$ cat src/rtl/xsr_pkg.sv
package xsr_pkg;
    // Register offsets on the microprocessor port.
    localparam logic [9:0] OFS_DATA      = 10'h283;
    localparam logic [9:0] OFS_ADDR_HIGH = 10'h28F;
    localparam logic [9:0] OFS_ADDR_MID  = 10'h290;
    localparam logic [9:0] OFS_ADDR_LOW  = 10'h291;
    localparam logic [9:0] OFS_CONFIG    = 10'h292;
    localparam logic [9:0] OFS_XFER_CTRL = 10'h280;
    // Reset values.
    localparam logic [7:0] RST_CONFIG    = 8'h08;
    localparam logic [7:0] RST_ZERO      = 8'h00;
    localparam logic [7:0] RST_XFER_CTRL = 8'h80;
    // Field positions.
    localparam int CFG_RX_RST_BIT  = 7;
    localparam int CFG_TX_RST_BIT  = 6;
    localparam int XC_DONE_BIT     = 7;
    localparam int XC_TOGGLE_BIT   = 6;
    localparam int XC_DIR_BIT      = 5;
    localparam logic [1:0] XC_OP_ACCESS = 2'h1;
    localparam logic [3:0] ADDR_HIGH_MASK = 4'hF;
    // Size encodings of the receive memory.
    localparam logic [2:0] SZ_1X32K  = 3'h0;
    localparam logic [2:0] SZ_2X32K  = 3'h1;
    localparam logic [2:0] SZ_1X128K = 3'h2;
    localparam logic [2:0] SZ_2X128K = 3'h3;
    localparam logic [2:0] SZ_1X512K = 3'h4;
    localparam logic [2:0] SZ_2X512K = 3'h5;
    // SRAM access timing.
    localparam int CLK_PERIOD_PS  = 4000;
    localparam int SRAM_ACCESS_PS = 15000;
    localparam int SRAM_ACC_CYC   = (SRAM_ACCESS_PS + CLK_PERIOD_PS - 1) / CLK_PERIOD_PS;
    typedef enum logic [3:0] {
        XS_IDLE  = 4'h1,
        XS_SETUP = 4'h2,
        XS_HOLD  = 4'h4,
        XS_DONE  = 4'h8
    } xsr_state_t;
endpackage : xsr_pkg

$ cat src/rtl/xsr_sram_seq.sv
`timescale 1ns/1ps
`default_nettype none
module xsr_sram_seq
    import xsr_pkg::*;
#(
    parameter int ACC_CYC = SRAM_ACC_CYC
) (
    input  wire logic        clk_sys,
    input  wire logic        srst,
    input  wire logic        start,
    input  wire logic        rd_not_wr,
    input  wire logic [19:0] addr,
    input  wire logic [7:0]  wdata,
    output logic             done,
    output logic             rdata_vld,
    output logic [7:0]       rdata,
    output logic [19:0]      sram_addr,
    output logic [7:0]       sram_dq_o,
    output logic             sram_dq_oe,
    input  wire logic [7:0]  sram_dq_i,
    output logic             sram_ce_n,
    output logic             sram_oe_n,
    output logic             sram_we_n
);
    xsr_state_t      state_ff;
    logic [7:0]      cnt_ff;
    logic            rd_ff;

    // Sequencer; the access time is held by counting cycles, no handshake exists on an async SRAM.
    always_ff @(posedge clk_sys) begin
        if (srst) begin
            state_ff <= XS_IDLE;
            cnt_ff   <= 8'h00;
            rd_ff    <= 1'b0;
        end else begin
            case (state_ff)
                XS_IDLE: begin
                    if (start) begin
                        state_ff <= XS_SETUP;
                        rd_ff    <= rd_not_wr;
                    end
                end
                XS_SETUP: begin
                    state_ff <= XS_HOLD;
                    cnt_ff   <= 8'(ACC_CYC);
                end
                XS_HOLD: begin
                    if (cnt_ff <= 8'h01) begin
                        state_ff <= XS_DONE;
                    end else begin
                        cnt_ff <= cnt_ff - 8'h01;
                    end
                end
                XS_DONE: state_ff <= XS_IDLE;
                default: state_ff <= XS_IDLE;
            endcase
        end
    end

    // Address and write data are captured at start so the pins stay steady through the access.
    always_ff @(posedge clk_sys) begin
        if (srst) begin
            sram_addr <= 20'h00000;
            sram_dq_o <= 8'h00;
        end else if (state_ff == XS_IDLE && start) begin
            sram_addr <= addr;
            sram_dq_o <= wdata;
        end
    end

    // Strobes come from flip-flops; write enable falls with select and rises one cycle before it, giving hold margin.
    always_ff @(posedge clk_sys) begin
        if (srst) begin
            sram_ce_n  <= 1'b1;
            sram_oe_n  <= 1'b1;
            sram_we_n  <= 1'b1;
            sram_dq_oe <= 1'b0;
        end else begin
            sram_ce_n  <= !(state_ff == XS_SETUP || state_ff == XS_HOLD);
            sram_oe_n  <= !(rd_ff && (state_ff == XS_SETUP || state_ff == XS_HOLD));
            sram_we_n  <= !(!rd_ff && state_ff == XS_SETUP) && !(!rd_ff && state_ff == XS_HOLD && cnt_ff > 8'h01);
            sram_dq_oe <= !rd_ff && (state_ff == XS_SETUP || state_ff == XS_HOLD);
        end
    end

    // Read data is sampled at the end of the access, while output enable is still low.
    always_ff @(posedge clk_sys) begin
        if (srst) begin
            rdata     <= 8'h00;
            rdata_vld <= 1'b0;
        end else begin
            rdata_vld <= 1'b0;
            if (state_ff == XS_HOLD && cnt_ff <= 8'h01 && rd_ff) begin
                rdata     <= sram_dq_i;
                rdata_vld <= 1'b1;
            end
        end
    end

    assign done = (state_ff == XS_DONE);
endmodule : xsr_sram_seq
`default_nettype wire

$ cat src/rtl/xsr_regs.sv
// Function
// RULE1 - Writing 1 to config bit 7 resets the receive path; 0 does nothing.
// RULE2 - Writing 1 to config bit 6 resets the transmit path; 0 does nothing.
// RULE3 - Config bits 2:0 select receive memory banks and bank size.
// RULE4 - Software writes zero to config bits 5:3 in normal use.
// RULE5 - Config register is eight bits, read/write, resets to 08 hex.
// RULE6 - Data register holds the byte to write or the byte read back.
// RULE7 - Low address register holds address bits 7:0, reset zero.
// RULE8 - Mid address register holds address bits 15:8, reset zero.
// RULE9 - High register holds bits 19:16; bits 7:5 read zero, bit 4 reserved.
// RULE10 - Software loads address and data before launching the transfer.
// RULE11 - Control bits 1:0 equal 01 start one access; bit 5 picks direction.
// RULE12 - Any control write clears done bit 7; it sets again when finished. A control write in the cycle a transfer finishes leaves it set.
// RULE13 - The three address registers form one 20-bit address driven to memory.
`timescale 1ns/1ps
`default_nettype none
module xsr_regs
    import xsr_pkg::*;
#(
    parameter int ACC_CYC = SRAM_ACC_CYC
) (
    input  wire logic        clk_sys,
    input  wire logic        srst,
    input  wire logic [9:0]  up_addr,
    input  wire logic [7:0]  up_wdata,
    input  wire logic        up_wr,
    input  wire logic        up_rd,
    output logic [7:0]       up_rdata,
    output logic             rx_path_rst,
    output logic             tx_path_rst,
    output logic [2:0]       mem_size_sel,
    output logic [1:0]       mem_bank_cnt,
    output logic [19:0]      mem_words_per_bank,
    output logic [19:0]      sram_addr,
    output logic [7:0]       sram_dq_o,
    output logic             sram_dq_oe,
    input  wire logic [7:0]  sram_dq_i,
    output logic             sram_ce_n,
    output logic             sram_oe_n,
    output logic             sram_we_n
);
    logic [7:0]  cfg_ff;
    logic [7:0]  data_ff;
    logic [7:0]  addr_low_ff;
    logic [7:0]  addr_mid_ff;
    logic [4:0]  addr_high_ff;
    logic [5:0]  xctl_ff;
    logic        done_ff;
    logic        toggle_ff;
    logic        rx_rst_ff;
    logic        tx_rst_ff;
    logic        start;
    logic        seq_done;
    logic        seq_rvld;
    logic [7:0]  seq_rdata;
    logic [7:0]  nxt_rdata;

    // Decode a write strobe to one register offset.
    function automatic logic wr_hit(input logic [9:0] a, input logic w, input logic [9:0] ofs);
        wr_hit = w && (a == ofs);
    endfunction : wr_hit

    // Configuration register; the two reset bits are write-one pulses and never store.
    always_ff @(posedge clk_sys) begin
        if (srst) begin
            cfg_ff <= RST_CONFIG; // [RULE5]
        end else if (wr_hit(up_addr, up_wr, OFS_CONFIG)) begin
            cfg_ff <= {2'b00, up_wdata[5:0]}; // [RULE5] [RULE4]
        end
    end

    // Path reset pulses last one cycle after a write of 1; a write of 0 leaves them low.
    always_ff @(posedge clk_sys) begin
        if (srst) begin
            rx_rst_ff <= 1'b0;
            tx_rst_ff <= 1'b0;
        end else begin
            rx_rst_ff <= wr_hit(up_addr, up_wr, OFS_CONFIG) && up_wdata[CFG_RX_RST_BIT]; // [RULE1]
            tx_rst_ff <= wr_hit(up_addr, up_wr, OFS_CONFIG) && up_wdata[CFG_TX_RST_BIT]; // [RULE2]
        end
    end

    assign rx_path_rst  = rx_rst_ff;
    assign tx_path_rst  = tx_rst_ff;
    assign mem_size_sel = cfg_ff[2:0];

    // Memory geometry decoded from the size field; reserved codes fall back to the smallest.
    always_comb begin
        mem_bank_cnt       = 2'h1;
        mem_words_per_bank = 20'h08000;
        case (cfg_ff[2:0]) // [RULE3]
            SZ_1X32K:  begin mem_bank_cnt = 2'h1; mem_words_per_bank = 20'h08000; end
            SZ_2X32K:  begin mem_bank_cnt = 2'h2; mem_words_per_bank = 20'h08000; end
            SZ_1X128K: begin mem_bank_cnt = 2'h1; mem_words_per_bank = 20'h20000; end
            SZ_2X128K: begin mem_bank_cnt = 2'h2; mem_words_per_bank = 20'h20000; end
            SZ_1X512K: begin mem_bank_cnt = 2'h1; mem_words_per_bank = 20'h80000; end
            SZ_2X512K: begin mem_bank_cnt = 2'h2; mem_words_per_bank = 20'h80000; end
            default:   begin mem_bank_cnt = 2'h1; mem_words_per_bank = 20'h08000; end
        endcase
    end

    // Data register takes a software write, and a finished read overwrites it.
    always_ff @(posedge clk_sys) begin
        if (srst) begin
            data_ff <= RST_ZERO; // [RULE6]
        end else if (seq_rvld) begin
            data_ff <= seq_rdata; // [RULE6] [RULE11]
        end else if (wr_hit(up_addr, up_wr, OFS_DATA)) begin
            data_ff <= up_wdata; // [RULE6]
        end
    end

    // Address byte registers.
    always_ff @(posedge clk_sys) begin
        if (srst) begin
            addr_low_ff  <= RST_ZERO; // [RULE7]
            addr_mid_ff  <= RST_ZERO; // [RULE8]
            addr_high_ff <= 5'h00; // [RULE9]
        end else begin
            if (wr_hit(up_addr, up_wr, OFS_ADDR_LOW)) begin
                addr_low_ff <= up_wdata; // [RULE7]
            end
            if (wr_hit(up_addr, up_wr, OFS_ADDR_MID)) begin
                addr_mid_ff <= up_wdata; // [RULE8]
            end
            if (wr_hit(up_addr, up_wr, OFS_ADDR_HIGH)) begin
                addr_high_ff <= up_wdata[4:0]; // [RULE9]
            end
        end
    end

    // Transfer control: writable bits 5:0 stored; a write with 01 in bits 1:0 launches an access.
    assign start = wr_hit(up_addr, up_wr, OFS_XFER_CTRL) && (up_wdata[1:0] == XC_OP_ACCESS); // [RULE11]

    always_ff @(posedge clk_sys) begin
        if (srst) begin
            xctl_ff <= 6'h00;
        end else if (wr_hit(up_addr, up_wr, OFS_XFER_CTRL)) begin
            xctl_ff <= up_wdata[5:0];
        end
    end

    // Done bit: any control write clears it; after a write that launches nothing it sets again on the next cycle.
    // A sequencer finish in the same cycle wins over the clear, and can coincide with a control write made while busy.
    always_ff @(posedge clk_sys) begin
        if (srst) begin
            done_ff   <= RST_XFER_CTRL[XC_DONE_BIT];
            toggle_ff <= 1'b0;
        end else begin
            if (seq_done) begin
                done_ff   <= 1'b1; // [RULE12]
                toggle_ff <= ~toggle_ff;
            end else if (wr_hit(up_addr, up_wr, OFS_XFER_CTRL)) begin
                done_ff <= 1'b0; // [RULE12]
            end else if (!done_ff && xctl_ff[1:0] != XC_OP_ACCESS) begin
                done_ff <= 1'b1; // [RULE12]
            end
        end
    end

    // Sequencer drives the assembled 20-bit address to the memory unchanged.
    xsr_sram_seq #(
        .ACC_CYC    (ACC_CYC)
    ) u_seq (
        .clk_sys    (clk_sys),
        .srst       (srst),
        .start      (start),
        .rd_not_wr  (up_wdata[XC_DIR_BIT]),
        .addr       ({addr_high_ff[3:0] & ADDR_HIGH_MASK, addr_mid_ff, addr_low_ff}), // [RULE13] [RULE10]
        .wdata      (data_ff),
        .done       (seq_done),
        .rdata_vld  (seq_rvld),
        .rdata      (seq_rdata),
        .sram_addr  (sram_addr),
        .sram_dq_o  (sram_dq_o),
        .sram_dq_oe (sram_dq_oe),
        .sram_dq_i  (sram_dq_i),
        .sram_ce_n  (sram_ce_n),
        .sram_oe_n  (sram_oe_n),
        .sram_we_n  (sram_we_n)
    );

    // Read mux; unmapped offsets read as zero, bits 7:5 of the high address always zero.
    always_comb begin
        case (up_addr)
            OFS_CONFIG:    nxt_rdata = cfg_ff;
            OFS_DATA:      nxt_rdata = data_ff;
            OFS_ADDR_LOW:  nxt_rdata = addr_low_ff;
            OFS_ADDR_MID:  nxt_rdata = addr_mid_ff;
            OFS_ADDR_HIGH: nxt_rdata = {3'b000, addr_high_ff}; // [RULE9]
            OFS_XFER_CTRL: nxt_rdata = {done_ff, toggle_ff, xctl_ff};
            default:       nxt_rdata = 8'h00;
        endcase
    end

    // Read data is registered so the port sees a clean flop output one cycle after the strobe.
    always_ff @(posedge clk_sys) begin
        if (srst) begin
            up_rdata <= 8'h00;
        end else if (up_rd) begin
            up_rdata <= nxt_rdata;
        end
    end
endmodule : xsr_regs
`default_nettype wire

$ cat config.mk
export PLATFORM = sky130hd
export DESIGN_NAME = xsr_regs
export DESIGN_NICKNAME = d
export VERILOG_FILES = /design/src/rtl/xsr_pkg.sv /design/src/rtl/xsr_sram_seq.sv /design/src/rtl/xsr_regs.sv
export SDC_FILE = /design/constraint.sdc
export NUM_CORES = 1
export LEC_CHECK = 0
export BUFFER_PORTS_ARGS = -buffer_cell sky130_fd_sc_hd__buf_4
export CELL_PAD_IN_SITES_DETAIL_PLACEMENT = 0
export CELL_PAD_IN_SITES_GLOBAL_PLACEMENT = 1
export CORE_MARGIN = 4
export CORE_UTILIZATION = 43
export CTS_BUF_LIST = sky130_fd_sc_hd__clkbuf_8
export CTS_CLUSTER_SIZE = 24
export DETAILED_ROUTE_END_ITERATION = 6
export PLACE_DENSITY = 0.89
export SKIP_CTS_REPAIR_TIMING = 1
export SLEW_MARGIN = 20
export SYNTH_ARGS = -nofsm -noshare
export SYNTH_HDL_FRONTEND = slang
export SYNTH_SLANG_ARGS = --single-unit
export TNS_END_PERCENT = 1
$ cat constraint.sdc
create_clock -name clk_sys -period 2 [get_ports clk_sys]
set_input_delay 0.4 -clock clk_sys [delete_from_list [all_inputs] [get_ports clk_sys]]
set_output_delay 0.4 -clock clk_sys [all_outputs]
set_load 0.1 [all_outputs]
After elaboration in Yosys (flattened, before gate mapping)
Index checks and enable logic that the tools add are counted.
{"block": "classes", "add_sub_neg": 1, "order_cmp": 2, "eq_ne": 20, "muxes": 13, "n_bitwise": 1, "n_reduce_logical": 36}
{"operator": "10-bit equality test, second input constant", "count": 6}
{"operator": "8-bit case mux with 6 select lines", "count": 1}
{"operator": "20-bit case mux with 2 select lines", "count": 1}
{"operator": "8-bit 2-to-1 mux", "count": 3}
{"operator": "1-bit logical AND", "count": 19}
{"operator": "8-bit case mux with 2 select lines", "count": 1}
{"operator": "4-bit case mux with 3 select lines", "count": 1}
{"operator": "8-bit by 1-bit > comparator with 1-bit output, second input constant", "count": 1}
{"operator": "8-bit by 1-bit less-or-equal comparator with 1-bit output, second input constant", "count": 1}
{"operator": "4-bit 2-to-1 mux", "count": 2}
{"operator": "8-bit by 1-bit subtractor with 8-bit output, second input constant", "count": 1}
{"operator": "3-bit by 2-bit equality test with 1-bit output, second input constant", "count": 2}
{"operator": "3-bit equality test, second input constant", "count": 2}
{"operator": "1-bit zero test", "count": 6}
{"operator": "2-bit by 1-bit != test with 1-bit output, second input constant", "count": 3}
{"operator": "2-bit AND reduction", "count": 3}
{"operator": "2-bit nonzero test", "count": 3}
{"operator": "2-bit OR reduction", "count": 3}
{"operator": "4-bit by 1-bit equality test with 1-bit output, second input constant", "count": 1}
{"operator": "4-bit by 2-bit equality test with 1-bit output, second input constant", "count": 1}
{"operator": "4-bit by 3-bit equality test with 1-bit output, second input constant", "count": 1}
{"operator": "4-bit equality test, second input constant", "count": 1}
{"operator": "3-bit by 1-bit equality test with 1-bit output, second input constant", "count": 1}
{"operator": "1-bit 2-to-1 mux", "count": 3}
{"operator": "6 further kinds", "count": 6}
{"block": "totals", "ff_bits": 107, "inputBits": 30, "word_cells": 95}

Depth between registers and ports, before layout
{"block": "logic_depth", "ltp_word": 5, "mapped_depth": 7, "depth_no_buf": 6}

By module
From an unflattened synthesis, not the netlist that was laid out.
{"block": "hier_totals", "hier_cells": 545, "hier_area_um2": 4825.9}
{"mod": "xsr_regs", "n_inst": 1, "cells_each": 295, "area_per_inst_um2": 2775.2}
{"mod": "xsr_sram_seq", "n_inst": 1, "cells_each": 250, "area_per_inst_um2": 2050.7}

Worst setup path before layout
OpenSTA, ideal clock, no wires.
{"block": "synth_path", "kind": "reg2out", "from": "reg cfg_ff[2]", "to": "out mem_bank_cnt[0]", "arrival_ns": 1.847, "t_required_ns": 1.600, "setup_slack_ns": -0.247, "path_stages_with_launch": 4, "path_cell_list": "dfxtp_1 nand2_1 and2_1 inv_1"}
{"block": "synth_between", "elab_chain_cells": 3, "word_cells_on_any_way": 5, "cone_classes": "3 x eq/ne; 1 x mux; 1 x reduce/logical"}
{"item": "start: declaration", "line": "xsr_regs.sv:42", "rtl": "logic [7:0] cfg_ff;"}
{"item": "start signal: assignment", "line": "xsr_regs.sv:68", "rtl": "cfg_ff <= {2'b00, up_wdata[5:0]};"}
{"item": "3-bit equality test (tied with other cells)", "line": "xsr_regs.sv:91", "rtl": "case (cfg_ff[2:0])"}
{"item": "3-bit OR reduction (no line) (*)"}
{"item": "2-bit 2-to-1 mux (*)", "line": "xsr_regs.sv:91"}
{"item": "end: declaration", "line": "xsr_regs.sv:32", "rtl": "output logic [1:0] mem_bank_cnt,"}
Every way passes the cells marked *; elsewhere a longest branch is shown, timed or not.

Final worst setup path
{"block": "layout_path", "from": "reg u_seq.cnt_ff[2]", "to": "reg u_seq.cnt_ff[5]"}
{"block": "layout_between", "elab_chain_cells": 3, "word_cells_on_any_way": 6, "cone_classes": "1 x add/sub; 1 x order compare; 1 x eq/ne; 2 x mux; 1 x reduce/logical"}
{"item": "start: declaration", "line": "xsr_sram_seq.sv:26", "rtl": "logic [7:0] cnt_ff;"}
{"item": "start signal: assignment", "line": "xsr_sram_seq.sv:45", "rtl": "cnt_ff <= 8'(ACC_CYC);"}
{"item": "start signal: assignment", "line": "xsr_sram_seq.sv:51", "rtl": "cnt_ff <= cnt_ff - 8'h01;"}
{"item": "8-bit by 1-bit subtractor with 8-bit output or 8-bit by 1-bit less-or-equal comparator with 1-bit output (tied branches)", "line": "xsr_sram_seq.sv:51, xsr_sram_seq.sv:48"}
{"item": "8-bit 2-to-1 mux or 2-bit != test (tied branches)"}
{"item": "8-bit case mux with 2 select lines or 2-bit AND reduction (tied branches)"}
Parallel ways exist; a longest one is shown, timed or not. The select of a mux whose other input is x is not followed.
A chain may end at the register's enable or synchronous reset.

==> flow_summary.toml <==
[run_status]
status = "complete, no violations"

[power_and_ir_drop]
power_leakage_nw = 2.27
fin_total_pwr_mw = 3.97
vdd_ir_drop_max_v = 0.000346
power_density_nw_per_um2 = 658

[synthesis]
synth_top_area_share_pct = 42.0
synth-xor-area-share_pct = 0.515
yosysWarnings = 0
synth_cells = 584
async_reset_ff_share_pct = 0
muxShareOfSynthArea_pct = 7.65
synth_top_family_by_area = "compound AO/OA/AOI/OAI gates"
synth-edff-count = 0
synth.area.top_cells = "dfxtp_1, a21oi_1, mux2i_1, o31ai_1, nand2_1"
yosysSeqAreaShare_pct = 42.0
synth_ff_type = "dfxtp_1"
synth_area_per_cell_sq_um = 8.74
yosys.area.top_type = "dfxtp_1"
synth_compound_area_share_pct = 21.9
synthSimpleGateAreaFrac_pct = 18.6
post_synth_num_cell_types = 61
ys_seq_elements = 107
syn_area_sq_um = 5100
synthAdderAreaFrac_pct = 1.18

[setup_path]
rrSetupSlack_ps = 100
crit_slowest_cell = "or4_4"
worst_setup_path_end_kind = "register"
critPathMaxStageDelay_ps = 590
crit_chain = "or4_4, o41ai_4, a211oi_1, mux2i_1"
worstSetupStartpointType = "register"
required_ps = 2250
critPathKind = "register to register"
crit_arrival_ps = 2150
cp_max_fo = 6

[placement]
gp_congestion = 0.919
placed_area_sq_um = 5790
portBuffers = 79
hpwl_um = 10100

[clock_tree]
cts_num_sinks = 107
clock_latency_ps = 380
cts_root_buffer = "clkbuf_8"
clk_path_buf_depth = 2
cts.clk_slew.worst_paths_ps = 100
cts_tree = "built"
htreeDepth = 3
cts_buffers = 9

[routing]
drc = 0
viasPerCell = 5.88
first_pass_iters = 5
vias = 4658
drtIter0Drc = 476
ant_nets = 0
drt-total-wl_um = 14200
wl_per_cell_um = 17.9

[finish]
syn2layout_area_growth_pct = 18.2
antennaDiodeCount = 0
nFillCells = 1089
final_area_sq_um = 6030
drive_gt1_share_pct = 22.8
fin_nets = 678

[sta]
post-route-period-util_pct = 94.9
setup_violations = 0
grt_setup_unrepaired = "no"
finalHoldViolCount = 0
tightest_slew_ps = 563
finClkSkew_ps = 12.1
timing.fmax_mhz = 527
maxSlewHeadroom_pct = 62.4
slew_viol_final = 0
hold_slack_ps = 251
tns_ps = 0
fin_crit_ps = 1900

[global_route]
grt_first_pass_wirelength_um = 22500
grt_pass1_vias = 4272
antenna_found_initial = 0
gr-total-overflow = 0
grt_use_total_pct = 20.7
grt_max_degree = 50

[floorplanning]
initial_core_util_pct = 44.3
fp.dieH_um = 117
die-width_um = 117
placementRows = 39
die-area_sq_um = 13700
io_pins = 97
design.core.area_sq_um = 11500

[min_path]
hp-class = "input pin to register"

[job]
maxCapViolations = 0
==> state kept, by name (all words and copies together), names as in the netlist, 4 cells and up <==
register,count
u_seq.state_ff,4
xctl_ff,6
u_seq.cnt_ff,8
addr_high_ff,5
u_seq.rdata,8
u_seq.sram_addr,20
u_seq.sram_dq_o,8
cfg_ff,6
addr_mid_ff,8
data_ff,8
up_rdata,8
addr_low_ff,8
==> final timing paths <==
| kind | start | to | depth (start not counted) |
|---|---|---|---|
| min reg2reg | cfg_ff[5] | cfg_ff[5] | 2 |
| max | u_seq.cnt_ff[2] | u_seq.cnt_ff[5] | 4 |
| min | up_rd | up_rdata[4] | 2 |
| max reg2reg | u_seq.cnt_ff[2] | u_seq.cnt_ff[5] | 4 |
==> Yosys cell counts, types with 2 or more instances <==
| cell type | n |
|---|---|
| a21oi_1 | 68 |
| a22oi_1 | 8 |
| a311oi_1 | 7 |
| a31o_2 | 3 |
| and2_1 | 3 |
| and3_1 | 6 |
| buf_1 | 5 |
| buf_2 | 13 |
| buf_4 | 21 |
| clkbuf_1 | 33 |
| dfxtp_1 | 107 |
| ha_1 | 4 |
| inv_1 | 13 |
| mux2_2 | 8 |
| mux2i_1 | 30 |
| nand2_1 | 49 |
| nand3_1 | 35 |
| nand4_1 | 29 |
| nor2_1 | 16 |
| nor2b_1 | 3 |
| nor3_1 | 3 |
| nor4_1 | 2 |
| nor4b_1 | 3 |
| o2111ai_1 | 2 |
| o21ai_0 | 29 |
| o2bb2ai_1 | 6 |
| o31ai_1 | 34 |
| o32a_1 | 2 |
| or3_1 | 9 |
| xnor2_1 | 2 |
==> area by class of cell <==
type,count,area (sq um),area share [%]
sequential,107,2140,35.5
tap,143,179,2.97
timing repair buffer,105,826,13.7
clock buffer,9,124,2.05
inverter,13,48.8,0.809
multi-input combinational,408,2620,43.4
clock inverter,7,92.6,1.53
==> power by group <==
group | switching, mW | internal (mW) | leakage (nW) | total [mW]
sequential | 0.000488 | 2.13 | 0.862 | 2.13
combinational | 0.301 | 0.0906 | 1.30 | 0.391
clock | 0.747 | 0.703 | 0.107 | 1.45
==> cells in the final DEF, fill, tap and decap left out, types with 2 or more instances in the layout <==
master and instances:
o21ai_0 29, or3_1 9, bufinv_16 2, nor2_2 2
and3_1 5, buf_4 102, nor2b_1 3, a22oi_1 8
a31o_2 3, o31ai_1 34, inv_1 14, nand3_1 35
dfxtp_1 107, o2bb2ai_1 6, ha_1 4, o2111ai_1 2
nand2_1 49, and2_1 2, o32a_1 2, nor3_1 3
nand4_1 29, conb_1 17, nor4b_1 3, xnor2_1 2
mux2i_1 30, clkbuf_8 9, mux2_2 8, nor2_1 14
buf_12 3, a21oi_1 68, a311oi_1 7, clkinvlp_4 2
==> worst max-delay path, delay by kind of cell, from the launching register on <==
family	cells	cell delay, ps
AOI/OAI and AO/OA	2	670
and+or+nand+nor	1	590
DFF	1	380
muxes	1	140
==> metal layers <==
metal  GRT usage [%]  up-vias  share of wire, %
li1                -     2248                 -
met1            30.5     2210                48
met2            31.0      177                43
met3            2.67       23               6.4
met4            7.42        0               2.1
met5               0        -                 0
==> logic make-up (layout without fill, tap and decap cells) <==
group | count (synthesis) | after routing
flip-flops | 107 | 107
adder cells (fa/ha/maj) | 5 | 5
AND/OR/NAND/NOR | 173 | 173
multiplexers | 38 | 38
AO/OA/AOI/OAI | 172 | 172
buffers and inverters | 85 | 134
XOR/XNOR | 3 | 3
other | 1 | 17
==> metrics by stage <==
step / std cells / setup WS [ps] / utilization (%)
after CTS: 790 / 56.7 / 52.2
after detailed placement: 774 / -51.6 / 50.3
after floorplan: 600 / 119 / -
final: 792 / 101 / 52.4
after global placement: 774 / 0.186 / 50.3
after global routing: 792 / 26.3 / 52.4
Note: power is estimated with default switching activity, not from simulation.
